## config.mk

```make
export PLATFORM = sky130hd
export DESIGN_NAME = bomc_burst_mode
export DESIGN_NICKNAME = d
export VERILOG_FILES = /design/src/bomc_burst_mode.v
export VERILOG_INCLUDE_DIRS = /design/src /design/src/src
export SDC_FILE = /design/constraint.sdc
export NUM_CORES = 1
export LEC_CHECK = 0
export BUFFER_PORTS_ARGS = -buffer_cell sky130_fd_sc_hd__buf_4
export CELL_PAD_IN_SITES_DETAIL_PLACEMENT = 1
export CELL_PAD_IN_SITES_GLOBAL_PLACEMENT = 2
export CORE_ASPECT_RATIO = 1.5
export CORE_UTILIZATION = 35
export CTS_CLUSTER_DIAMETER = 50
export DETAILED_ROUTE_END_ITERATION = 8
export GPL_TIMING_DRIVEN = 1
export PLACE_DENSITY_LB_ADDON = 0.15
export SLEW_MARGIN = 20
export SYNTH_ARGS = -nofsm -noshare
export SYNTH_HDL_FRONTEND = slang
export SYNTH_SLANG_ARGS = --single-unit
```

## constraint.sdc

```tcl
create_clock -name core_clk -period 1.68 [get_ports core_clk]
set_input_delay 0.336 -clock core_clk [delete_from_list [all_inputs] [get_ports core_clk]]
set_output_delay 0.336 -clock core_clk [all_outputs]
set_load 0.02 [all_outputs]
```

## src/bomc_defs.vh

```
`ifndef BOMC_DEFS_VH
`define BOMC_DEFS_VH
// Command encodings on {cs_n, ras_n, cas_n, we_n}
`define BOMC_CMD_LOAD 4'h0
`define BOMC_CMD_READ 4'h5
`define BOMC_CMD_WRITE 4'h4
`define BOMC_CMD_BTERM 4'h6
`define BOMC_CMD_AREF 4'h1
// Bank bits selecting the mode target
`define BOMC_BANK_BASE 2'h0
`define BOMC_BANK_EXT 2'h2
// Base mode fields
`define BOMC_BL_LSB 0
`define BOMC_BL_MSB 2
`define BOMC_BT_BIT 3
`define BOMC_RL_LSB 4
`define BOMC_RL_MSB 6
// Burst length codes
`define BOMC_BL2 3'h1
`define BOMC_BL4 3'h2
`define BOMC_BL8 3'h3
`define BOMC_BL16 3'h4
// Read latency codes
`define BOMC_RL2 3'h2
`define BOMC_RL3 3'h3
`define BOMC_RL4 3'h4
// Extended mode fields
`define BOMC_PARTIAL_ARRAY_REFRESH_SEL_LSB 0
`define BOMC_PARTIAL_ARRAY_REFRESH_SEL_MSB 2
`define BOMC_TEMP_COMP_REFRESH_SEL_LSB 3
`define BOMC_TEMP_COMP_REFRESH_SEL_MSB 4
`define BOMC_DRV_LSB 5
`define BOMC_DRV_MSB 7
`define BOMC_EXT_MSB 12
// Reset values
`define BOMC_BASE_RST 7'h33
`define BOMC_EXT_RST 13'h0000
`define BOMC_PARTIAL_ARRAY_REFRESH_SEL_FULL 3'h0
`define BOMC_TEMP_COMP_REFRESH_SEL_DFLT 2'h0
`define BOMC_DRV_FULL 3'h0
`endif

```

## src/bomc_burst_mode.v

```verilog
// What this block does
// - Burst stays inside aligned length-sized column group
// - Sequence wraps inside group at boundary
// - Upper column bits pick group, low start
// - One burst length for reads and writes
// - Sixteen-word bursts optional; two four eight kept
// - Mode bit three picks burst type
// - Sequential adds beat, interleaved XORs beat
// - Read latency three default; two, four optional
// - First read data latency cycles after read
// - Extended load: high bank bit set, low bank bit clear
// - Partial refresh field limits refreshed array
// - Refresh options act only in self refresh
// - Bits three four pick temperature refresh rate
// - Internal sensor build ignores bits three four
// - Bits five to seven pick drive strength
// - Base load: both bank bits low
// - Lengths two four eight, both orders
`include "bomc_defs.vh"
module bomc_burst_mode #(
  parameter COL_W = 9,
  parameter HAS_BL16 = 1,
  parameter HAS_RL2 = 1,
  parameter HAS_RL4 = 1,
  parameter INT_TEMP = 0
)
(
  input wire core_clk,
  input wire reset_n,
  input wire cs_n,
  input wire ras_n,
  input wire cas_n,
  input wire we_n,
  input wire cke,
  input wire [1:0] bank_bit,
  input wire [12:0] addr,
  output reg [COL_W-1:0] col_addr_reg,
  output reg col_valid_reg,
  output reg col_is_write_reg,
  output reg col_last_reg,
  output reg read_data_valid_reg,
  output reg mode_reserved_reg,
  output reg [2:0] burst_len_code_reg,
  output reg burst_interleave_reg,
  output reg [2:0] read_latency_reg,
  output reg [2:0] partial_array_refresh_sel_reg,
  output reg [1:0] temp_comp_refresh_sel_reg,
  output reg [2:0] drive_strength_reg,
  output reg self_refresh_reg
);

  // ****************************************
  // Command sampling
  // ****************************************
  // Command pins come from the far side: two flops before use
  // Reset parks the pins as a deselect so no false command follows
  reg [19:0] pin_meta_reg;
  reg [19:0] pin_sync_reg;
  reg cke_prev_reg;
  wire [3:0] cmd;
  wire [1:0] bk;
  wire [12:0] ad;
  wire cke_s;
  wire is_load;
  wire is_rd;
  wire is_wr;

  always @(posedge core_clk or negedge reset_n)
  begin
    if (!reset_n)
    begin
      pin_meta_reg <= 20'h0_000F;
      pin_sync_reg <= 20'h0_000F;
      cke_prev_reg <= 1'b0;
    end
    else
    begin
      pin_meta_reg <= {cke, bank_bit, addr, cs_n, ras_n, cas_n, we_n};
      pin_sync_reg <= pin_meta_reg;
      cke_prev_reg <= pin_sync_reg[19];
    end
  end

  assign cmd = pin_sync_reg[3:0];
  assign ad = pin_sync_reg[16:4];
  assign bk = pin_sync_reg[18:17];
  assign cke_s = pin_sync_reg[19];
  assign is_load = cke_s && (cmd == `BOMC_CMD_LOAD);
  assign is_rd = cke_s && (cmd == `BOMC_CMD_READ);
  assign is_wr = cke_s && (cmd == `BOMC_CMD_WRITE);

  // ****************************************
  // Mode settings
  // ****************************************
  // Reserved codes leave the last legal setting in force
  wire bl_ok;
  wire rl_ok;
  wire [2:0] bl_in;
  wire [2:0] rl_in;
  reg [12:0] extended_mode_settings;
  wire base_hit;
  wire ext_hit;

  assign bl_in = ad[`BOMC_BL_MSB:`BOMC_BL_LSB];
  assign rl_in = ad[`BOMC_RL_MSB:`BOMC_RL_LSB];
  assign bl_ok = (bl_in == `BOMC_BL2) || (bl_in == `BOMC_BL4) ||
                 (bl_in == `BOMC_BL8) ||
                 ((HAS_BL16 != 0) && (bl_in == `BOMC_BL16));
  assign rl_ok = (rl_in == `BOMC_RL3) ||
                 ((HAS_RL2 != 0) && (rl_in == `BOMC_RL2)) ||
                 ((HAS_RL4 != 0) && (rl_in == `BOMC_RL4));

  assign base_hit = is_load && (bk == `BOMC_BANK_BASE);
  assign ext_hit = is_load && (bk == `BOMC_BANK_EXT);

  always @(posedge core_clk or negedge reset_n)
  begin
    if (!reset_n)
    begin
      burst_len_code_reg <= `BOMC_BL8;
      burst_interleave_reg <= 1'b0;
      read_latency_reg <= `BOMC_RL3;
      mode_reserved_reg <= 1'b0;
      extended_mode_settings <= `BOMC_EXT_RST;
    end
    else if (base_hit)
    begin
      if (bl_ok)
        burst_len_code_reg <= bl_in;
      burst_interleave_reg <= ad[`BOMC_BT_BIT];
      if (rl_ok)
        read_latency_reg <= rl_in;
      mode_reserved_reg <= !(bl_ok && rl_ok);
    end
    else if (ext_hit)
    begin
      // Sensor builds keep the held rate field whatever bits 4:3 carry
      if (INT_TEMP == 0)
        extended_mode_settings <= ad;
      else
      begin
        extended_mode_settings[`BOMC_EXT_MSB:`BOMC_DRV_LSB] <=
          ad[`BOMC_EXT_MSB:`BOMC_DRV_LSB];
        extended_mode_settings[`BOMC_PARTIAL_ARRAY_REFRESH_SEL_MSB:`BOMC_PARTIAL_ARRAY_REFRESH_SEL_LSB] <=
          ad[`BOMC_PARTIAL_ARRAY_REFRESH_SEL_MSB:`BOMC_PARTIAL_ARRAY_REFRESH_SEL_LSB];
      end
    end
  end

  // ****************************************
  // Extended mode fields
  // ****************************************
  // Fields follow the held word one cycle after a load;
  // the controller's load wait covers that extra cycle
  always @(posedge core_clk or negedge reset_n)
  begin
    if (!reset_n)
    begin
      partial_array_refresh_sel_reg <= `BOMC_PARTIAL_ARRAY_REFRESH_SEL_FULL;
      temp_comp_refresh_sel_reg <= `BOMC_TEMP_COMP_REFRESH_SEL_DFLT;
      drive_strength_reg <= `BOMC_DRV_FULL;
    end
    else
    begin
      partial_array_refresh_sel_reg <=
        extended_mode_settings[`BOMC_PARTIAL_ARRAY_REFRESH_SEL_MSB:`BOMC_PARTIAL_ARRAY_REFRESH_SEL_LSB];
      temp_comp_refresh_sel_reg <=
        extended_mode_settings[`BOMC_TEMP_COMP_REFRESH_SEL_MSB:`BOMC_TEMP_COMP_REFRESH_SEL_LSB];
      drive_strength_reg <=
        extended_mode_settings[`BOMC_DRV_MSB:`BOMC_DRV_LSB];
    end
  end

  // ****************************************
  // Self refresh
  // ****************************************
  // Refresh selections only steer refresh while self refresh runs
  wire sref_entry;

  assign sref_entry = cke_prev_reg && !cke_s && (cmd == `BOMC_CMD_AREF);

  always @(posedge core_clk or negedge reset_n)
  begin
    if (!reset_n)
      self_refresh_reg <= 1'b0;
    else if (sref_entry)
      self_refresh_reg <= 1'b1;
    else if (cke_s)
      self_refresh_reg <= 1'b0;
  end

  // ****************************************
  // Burst sequencer
  // ****************************************
  reg [3:0] beat_reg;
  reg [3:0] start_reg;
  reg [3:0] len_mask_reg;
  reg [COL_W-1:0] base_reg;
  reg ilv_reg;
  reg busy_reg;
  reg [3:0] mask;
  reg [3:0] off;
  reg [COL_W-1:0] col_in;
  wire last_beat;
  wire bterm_hit;

  // Terminate only cuts read bursts; it is undefined for write bursts
  assign last_beat = (beat_reg == len_mask_reg);
  assign bterm_hit = cke_s && (cmd == `BOMC_CMD_BTERM) && !col_is_write_reg;

  // Mask follows the mode now in force; a burst latches it at start
  always @*
  begin
    case (burst_len_code_reg)
      `BOMC_BL2: mask = 4'h1;
      `BOMC_BL4: mask = 4'h3;
      `BOMC_BL8: mask = 4'h7;
      default: mask = 4'hF;
    endcase
    col_in = ad[COL_W-1:0];
    if (ilv_reg)
      off = (start_reg ^ beat_reg) & len_mask_reg;
    else
      off = (start_reg + beat_reg) & len_mask_reg;
  end

  always @(posedge core_clk or negedge reset_n)
  begin
    if (!reset_n)
    begin
      beat_reg <= 4'h0;
      start_reg <= 4'h0;
      len_mask_reg <= 4'h1;
      base_reg <= {COL_W{1'b0}};
      ilv_reg <= 1'b0;
      busy_reg <= 1'b0;
      col_is_write_reg <= 1'b0;
    end
    else if (is_rd || is_wr)
    begin
      // New read or write truncates any running burst
      beat_reg <= 4'h0;
      start_reg <= col_in[3:0] & mask;
      base_reg <= col_in & ~{{(COL_W-4){1'b0}}, mask};
      len_mask_reg <= mask;
      ilv_reg <= burst_interleave_reg;
      busy_reg <= 1'b1;
      col_is_write_reg <= is_wr;
    end
    else if (busy_reg)
    begin
      if (last_beat || bterm_hit)
        busy_reg <= 1'b0;
      beat_reg <= beat_reg + 4'h1;
    end
  end

  always @(posedge core_clk or negedge reset_n)
  begin
    if (!reset_n)
    begin
      col_addr_reg <= {COL_W{1'b0}};
      col_valid_reg <= 1'b0;
      col_last_reg <= 1'b0;
    end
    else
    begin
      col_addr_reg <= base_reg | {{(COL_W-4){1'b0}}, off};
      col_valid_reg <= busy_reg;
      col_last_reg <= busy_reg && last_beat;
    end
  end

  // ****************************************
  // Read latency
  // ****************************************
  // Pulse of a read start delayed latency cycles marks first data
  reg [2:0] rd_pipe_reg;
  reg rd_tap;

  // Tap follows the latency in force as the pulse passes
  always @*
  begin
    case (read_latency_reg)
      `BOMC_RL2: rd_tap = rd_pipe_reg[0];
      `BOMC_RL4: rd_tap = rd_pipe_reg[2];
      default: rd_tap = rd_pipe_reg[1];
    endcase
  end

  always @(posedge core_clk or negedge reset_n)
  begin
    if (!reset_n)
    begin
      rd_pipe_reg <= 3'h0;
      read_data_valid_reg <= 1'b0;
    end
    else
    begin
      rd_pipe_reg <= {rd_pipe_reg[1:0], is_rd};
      read_data_valid_reg <= rd_tap;
    end
  end

endmodule

```

# [Word-level counts from Yosys, hierarchy flattened]
# Index checks and enable logic that the tools add are counted.
[totals] reg_bits=105 inputBits=22 output_inout_bits=30 elab_cells=90
[op_classes] addsub=2 n_eq_ne=18 muxes=10 bitwise_logic=8 reduce_logical=28
[op_table] op="equality test 3 x 2 -> 1 bit, second input constant" n=7
[op_table] op="bitwise AND 4 bit" n=3
[op_table] op="equality test 4 x 3 -> 1 bit, second input constant" n=3
[op_table] op="two-way mux 4 bit" n=3
[op_table] op="one-hot mux 4 bit (3 select lines)" n=1
[op_table] op="logical AND 1 bit" n=11
[op_table] op="bitwise AND 9 bit" n=1
[op_table] op="equality test 3 bit, second input constant" n=3
[op_table] op="NOT 4 -> 9 bit" n=1
[op_table] op="OR 9 x 4 -> 9 bit" n=1
[op_table] op="logical OR 1 bit" n=7
[op_table] op="equality test 3 x 1 -> 1 bit, second input constant" n=2
[op_table] op="AND reduction 2 bit" n=3
[op_table] op="two-way mux 1 bit" n=5
[op_table] op="adder 4 x 1 -> 4 bit, second input constant" n=1
[op_table] op="adder 4 bit" n=1
[op_table] op="equality test 4 x 1 -> 1 bit, second input constant" n=1
[op_table] op="equality test 4 bit" n=1
[op_table] op="logical NOT 4 bit" n=1
[op_table] op="nonzero test 2 bit" n=2
[op_table] op="bitwise XOR 4 bit" n=1
[op_table] op="logical NOT 1 bit" n=3
[op_table] op="equality test 2 bit, second input constant" n=1
[op_table] op="logical NOT 2 bit" n=1
[op_table] op="other kinds (2)" n=2

# [Depth between registers and ports, before layout]
# Gate-level depths: netlist (run 1).
[depth] ltp_word=7 ltp_mapped=5 depth_no_buf=5

# [Worst setup path before layout (run 1)]
# No wires, ideal clock.
[synth_timing] path_kind="register to register" from="register beat_reg[1]" to="register col_addr_reg[3]" setup_time_ns=0.120 arrival_time_ns=1.539 required_ns=1.560 setup_slack_ns=0.021 path_stages_with_launch=5 cell_sequence="dfrtp_1 > ha_1 > a211oi_1 > or4_1 > a31o_2"
[synth_via] elab_chain_cells=4
[synth_rtl] element="start: declaration" line_no="bomc_burst_mode.v:195" rtl="reg [3:0] beat_reg;"
[synth_rtl] element="start signal: assignment" line_no="bomc_burst_mode.v:254" rtl="beat_reg <= beat_reg + 4'h1;"
[synth_rtl] element="adder 4 bit" line_no="bomc_burst_mode.v:224" rtl="off = (start_reg + beat_reg) & len_mask_reg;"
[synth_rtl] element="bitwise AND 4 bit" line_no="bomc_burst_mode.v:224"
[synth_rtl] element="two-way mux 4 bit" line_no="bomc_burst_mode.v:221" rtl="if (ilv_reg)"
[synth_rtl] element="OR 9 x 4 -> 9 bit" line_no="bomc_burst_mode.v:268" rtl="col_addr_reg <= base_reg | {{(COL_W-4){1'b0}}, off};"
[synth_rtl] element="end signal: assignment" line_no="bomc_burst_mode.v:262" rtl="col_addr_reg <= {COL_W{1'b0}};"
[synth_rtl] element="end signal: assignment" line_no="bomc_burst_mode.v:268"
[synth_rtl] element="end: declaration" line_no="bomc_burst_mode.v:37" rtl="output reg [COL_W-1:0] col_addr_reg,"
# No other way between the ends.
# A chain may end at the register's enable or synchronous reset.

# [Worst setup path after layout (run 1)]
[layout_timing] from="register start_reg[1]" to="register col_addr_reg[3]"
[layout_via] elab_chain_cells=4
[layout_rtl] element="start: declaration" line_no="bomc_burst_mode.v:196" rtl="reg [3:0] start_reg;"
[layout_rtl] element="start signal: assignment" line_no="bomc_burst_mode.v:243" rtl="start_reg <= col_in[3:0] & mask;"
[layout_rtl] element="adder 4 bit" line_no="bomc_burst_mode.v:224"
[layout_rtl] element="bitwise AND 4 bit" line_no="bomc_burst_mode.v:224"
[layout_rtl] element="two-way mux 4 bit" line_no="bomc_burst_mode.v:221"
[layout_rtl] element="OR 9 x 4 -> 9 bit" line_no="bomc_burst_mode.v:268"
# No other way between the ends.

==> metrics, run 1 <==
status=complete, no violations; Async SR Flop Fraction=100%; Remaining DRCs=0; ANT nets after route=0; PortBufs=47; reg2reg end=col_addr_reg[3]; Final Critical Period=1.63 ns; crit path from=start_reg[1]; DPL Wire Length=4.62 mm; Max IR drop VDD=651 uV; final wirelength=6.68 mm; worst min path class=in2reg; Logic pwr share=18.6%; via count=2065; Worst EP required=1.90 ns; largest net degree at the start of global routing=36; Avg Inst Size Synth=13.9 um^2; final max-slew violation count=0; Setup TNS=0 ns; Crit Path Class=reg2reg; Synth top area share=61.6%; Cells after Synth=243; Initial Util=36.2%; RePlAce Congestion=0.740; CP Depth=4; Initial DRC Count=47; Tcrit/Tclk final=96.9%; # rows=43; Num CTS Buffers=9; Sequential Power Share=46.2%; final hold vios=0; area leader, netlist=dfrtp_1; post-synthesis cell area=3370 um^2; diodes inserted=0; Pint=4480 uW; Critical path destination=col_addr_reg[3]; initial antenna violation count=0; WL per Instance=15.8 um; Clock transition at path regs=0.07 ns; first-pass GRT wire length=11.3 mm; drt pass-1 iters=2; crit path buf inv count=0; synth top area cells=dfrtp_1, dfstp_2, nand2_1; Commonest cells post-synth=dfrtp_1, nand2_1, nor2_1, dfstp_2, mux2_2; setup repair after global routing missed its margin=no; final setup fails=0; gr ovfl total=0; part of the Yosys area used for sequential elements=71.0%; Area growth, synth to finish=28.0%; Lkg Pwr=0.00203 uW; CTS Root Cell=clkbuf_16; FMAX=614 MHz; top-count cell post-synth=dfrtp_1; Hold Startpoint=addr[5]; reg2reg setup slack=0.05 ns; number of flops mapped to enable cells by yosys=0; Clock Path Buffers=2; ys flop type=dfrtp_1; Setup crit start kind=flop; post-synth net total=270; CTS HTree Levels=3; CTS tree=done; Crit-path slowest cell=or4_1; Worst-Skew Late Latency=0.34 ns; I/O pin count=52; vias in the first global route=2187; Slew @ Worst Pin=0.438 ns; DR vias/cell=4.88; Clock Power Share=35.2%; worst reg2reg path depth=4; Sw Ratio=26.4%; chip width=82.1 um; core area=9310 um^2; CP Max Fanout=2; Max-cap violations=0; CTS sink cnt=95; worst stage delay on the critical path=0.50 ns; clock skew=0.00531 ns; ordered cell list for the critical path=ha_4 > a211oi_2 > or4_1 > a31o_2; Critical R2R Launch=start_reg[1]; NumNets Final=333; yosys warns=0; max_slew headroom=70.8%; Setup crit end kind=flop; die area=10000 um^2; Total GRT Usage=15.8%; power density cells=1410 nW/um^2; Synth cell types=45; delay-heaviest family, CP=simple AND/OR/NAND/NOR gates; layout cells sized above 1=34.7%; Seq cells post-synth=95; Worst EP arrival=1.85 ns; Psw=1600 uW; Final Total Pwr=6090 uW; fillers=992; die span in y=122 um
final cells by class:
class	instances	area (um^2)	area share (%)
sequential	95	2390	55.5
clock buffer	10	229	5.31
timing repair buffer	62	505	11.7
tap	112	140	3.25
inverter	5	18.8	0.435
multi-input combinational	133	945	21.9
clock inverter	6	83.8	1.94
cells by family (layout without fill, tap and decap cells):
logic type | count (synthesis) | in the layout | share of synthesized area, %
AND/OR/NAND/NOR | 69 | 69 | 10.2
AO/OA/AOI/OAI | 37 | 37 | 8.06
XOR/XNOR | 10 | 10 | 2.60
flip-flops | 95 | 95 | 71.0
adder cells (fa/ha/maj) | 5 | 5 | 2.08
multiplexers | 12 | 12 | 4.20
buffers and inverters | 15 | 83 | 1.82
routing by layer:
metal  share of wire, %  track usage (%)  routed length [um]
met1                 42             19.2                2790
met4                2.6             8.11                 175
met3                3.3             4.27                 221
met2                 52             25.3                3490
met5                  0                0                   0
layout by cell type, fill, tap and decap left out, types with 3 or more instances in the layout:
master,count
dfrtp_1,83
and2_1,3
clkinv_2,3
inv_1,5
buf_4,58
a21oi_1,4
clkbuf_16,9
nand2_1,31
mux2_2,9
a31oi_1,4
a21o_1,3
nor3_1,3
nor2_1,15
buf_12,3
nand3_1,5
xnor2_1,8
dfstp_2,12
o21ai_0,6
stage by stage:
stage | hold slack [ns] | setup slack, ns | instances | instance area [um^2] | util, %
after floorplan | 0.0404 | 0.0212 | 243 | 3370 | -
after global placement | 0.311 | 0.0286 | 406 | 3960 | 42.6
after detailed placement | 0.319 | 0.00592 | 406 | 3960 | 42.6
after CTS | 0.0837 | 0.0188 | 423 | 4290 | 46.0
after global routing | 0.0791 | 0.0118 | 423 | 4310 | 46.4
final | 0.0974 | 0.0514 | 423 | 4310 | 46.4
worst min path at each step:
stage	slack (ns)	cells after the start	end
6_report	0.1	1	pin_meta_reg[9]
5_1_grt	0.08	1	pin_meta_reg[9]
4_1_cts	0.08	1	pin_meta_reg[9]
3_5_place_dp	0.32	1	pin_sync_reg[7]
3_3_place_gp	0.31	1	extended_mode_settings[3]
2_1_floorplan	0.04	0	base_reg[1]
timing repair:
| item | 4_1_cts | 5_1_grt |
|---|---|---|
| hold buffers | 1 | 0 |
| gates resized for setup | 1 | 4 |
| endpoints found under the setup margin | 1 | 10 |
| setup buffers | 0 | 0 |
| hold endpoints to repair | 17 | 0 |
power by group through the flow:
stage	sequential (uW)	clock [uW]	combinational (uW)
global route	2860	2300	1260
CTS	2810	2210	1130
global placement	2840	0	1090
floorplan	2960	0	501
detailed placement	2850	0	1120
finish	2810	2140	1130
Power figures use the tool's default switching activity.
==> run 2: changes to the inputs <==
--- a/config.mk
+++ b/config.mk
@@ -14,8 +14,9 @@
 export CTS_CLUSTER_DIAMETER = 50
 export DETAILED_ROUTE_END_ITERATION = 8
 export GPL_TIMING_DRIVEN = 1
-export PLACE_DENSITY_LB_ADDON = 0.15
+export PLACE_DENSITY_LB_ADDON = 0.05
 export SLEW_MARGIN = 20
 export SYNTH_ARGS = -nofsm -noshare
 export SYNTH_HDL_FRONTEND = slang
 export SYNTH_SLANG_ARGS = --single-unit
+export TNS_END_PERCENT = 100
==> metrics, run 2 (synthesized netlist as in run 1, its figures left out) <==
I/O pin count=52; largest net degree at the start of global routing=32; diodes inserted=0; worst min path class=in2reg; reg2reg end=col_addr_reg[1]; Crit-path slowest cell=fa_1; Lkg Pwr=0.00206 uW; WHS Path Cells=1; CTS Root Cell=clkbuf_16; WHS=0.100 ns; Total GRT Usage=15.8%; leading cell type in the layout, fill and taps excluded=dfrtp_1; CTS tree=done; FMAX=614 MHz; post-CTS setup buffers=0; final setup fails=0; Max-cap violations=0; gr ovfl total=0; die span in y=122 um; DPL Wire Length=4.73 mm; die area=10000 um^2; CTS HTree Levels=3; worst reg2reg path depth=4; initial antenna violation count=0; Initial Util=36.2%; Pint=4470 uW; CTS sink cnt=95; final hold vios=0; chip width=82.1 um; Setup crit start kind=flop; ANT nets after route=0; worst stage delay on the critical path=0.46 ns; crit path buf inv count=0; Worst EP required=1.91 ns; Placement Cell Area=3980 um^2; Remaining DRCs=0; vias in the first global route=2193; max_slew headroom=72.4%; Worst-Skew Late Latency=0.34 ns; drt pass-1 iters=4; via count=2047; first-pass GRT wire length=11.2 mm; core area=9310 um^2; Initial DRC Count=95; clock skew=0.00461 ns; PortBufs=47; commonest cells after routing, fill and taps aside=dfrtp_1, buf_4, nand2_1; Final Critical Period=1.63 ns; ordered cell list for the critical path=ha_2 > fa_1 > mux2_4 > a21o_1; Logic pwr share=18.9%; layout cells sized above 1=35.6%; Setup TNS=0 ns; NumNets Final=337; Area growth, synth to finish=28.5%; final max-slew violation count=0; Worst EP arrival=1.86 ns; delay-heaviest family, CP=adder cells; crit path from=beat_reg[0]; RePlAce Congestion=0.782; Psw=1600 uW; Critical path destination=col_addr_reg[1]; Sw Ratio=26.3%; Clock transition at path regs=0.06 ns; setup repair after global routing missed its margin=no; status=complete, no violations; CP Depth=4; CP Max Fanout=2; Max IR drop VDD=826 uV; Slew @ Worst Pin=0.414 ns; Crit Path Class=reg2reg; # rows=43; final wirelength=6.66 mm; Num CTS Buffers=9; reg2reg setup slack=0.05 ns; Clock Power Share=34.8%; DR vias/cell=4.79; Critical R2R Launch=beat_reg[0]; Sequential Power Share=46.3%; Clock Path Buffers=2; cell area after layout=4330 um^2; power density cells=1400 nW/um^2; Setup crit end kind=flop; WL per Instance=15.6 um; Tcrit/Tclk final=96.9%
run 2: cell type report:
class                      instances  area (um^2)
inverter                           5         18.8
clock buffer                      12          267
fill                             983         4980
sequential                        95         2390
tap                              112          140
timing repair buffer              66          527
clock inverter                     4         51.3
multi-input combinational        133          935
run 2: layer usage:
metal | routed length, um | GRT usage [%] | vias up | share of wire, %
met5 | 0 | 0 | - | 0
li1 | - | - | 970 | -
met2 | 3460 | 25.1 | 35 | 52
met1 | 2870 | 19.3 | 1034 | 43
met4 | 118 | 6.91 | 0 | 1.8
met3 | 208 | 4.94 | 8 | 3.1
run 2: timing repair:
| action | CTS | global route |
|---|---|---|
| hold buffers | 1 | 0 |
| pin swaps | 0 | 2 |
| hold endpoints to repair | 25 | 0 |
| setup endpoints to repair | 1 | 1 |
| gates resized for setup | 1 | 3 |
run 2: power by group through the flow:
stage	clock network (uW)	logic, uW	registers [uW]
2_1_floorplan	0	501	2960
3_3_place_gp	0	1100	2840
3_5_place_dp	0	1120	2850
4_1_cts	2190	1150	2810
5_1_grt	2300	1280	2850
6_report	2110	1140	2810
run 2: how the worst min path moves through the flow:
stage | from | endpoint | slack (ns)
global route | addr[5] | pin_meta_reg[9] | 0.08
detailed placement | reset_n | drive_strength_reg[2] | 0.31
finish | addr[5] | pin_meta_reg[9] | 0.10
floorplan | reset_n | base_reg[1] | 0.04
CTS | we_n | pin_meta_reg[0] | 0.08
global placement | reset_n | drive_strength_reg[2] | 0.30
run 2: through the flow:
| stage | setup WS [ns] | total power (uW) | util [%] | instances |
|---|---|---|---|---|
| floorplan | 0.0212 | 3460 | - | 243 |
| global placement | 0.0568 | 3940 | 42.8 | 410 |
| detailed placement | 0.0233 | 3970 | 42.8 | 410 |
| CTS | 0.00366 | 6150 | 46.3 | 427 |
| global route | 0.00279 | 6430 | 46.5 | 427 |
| finish | 0.0515 | 6060 | 46.5 | 427 |
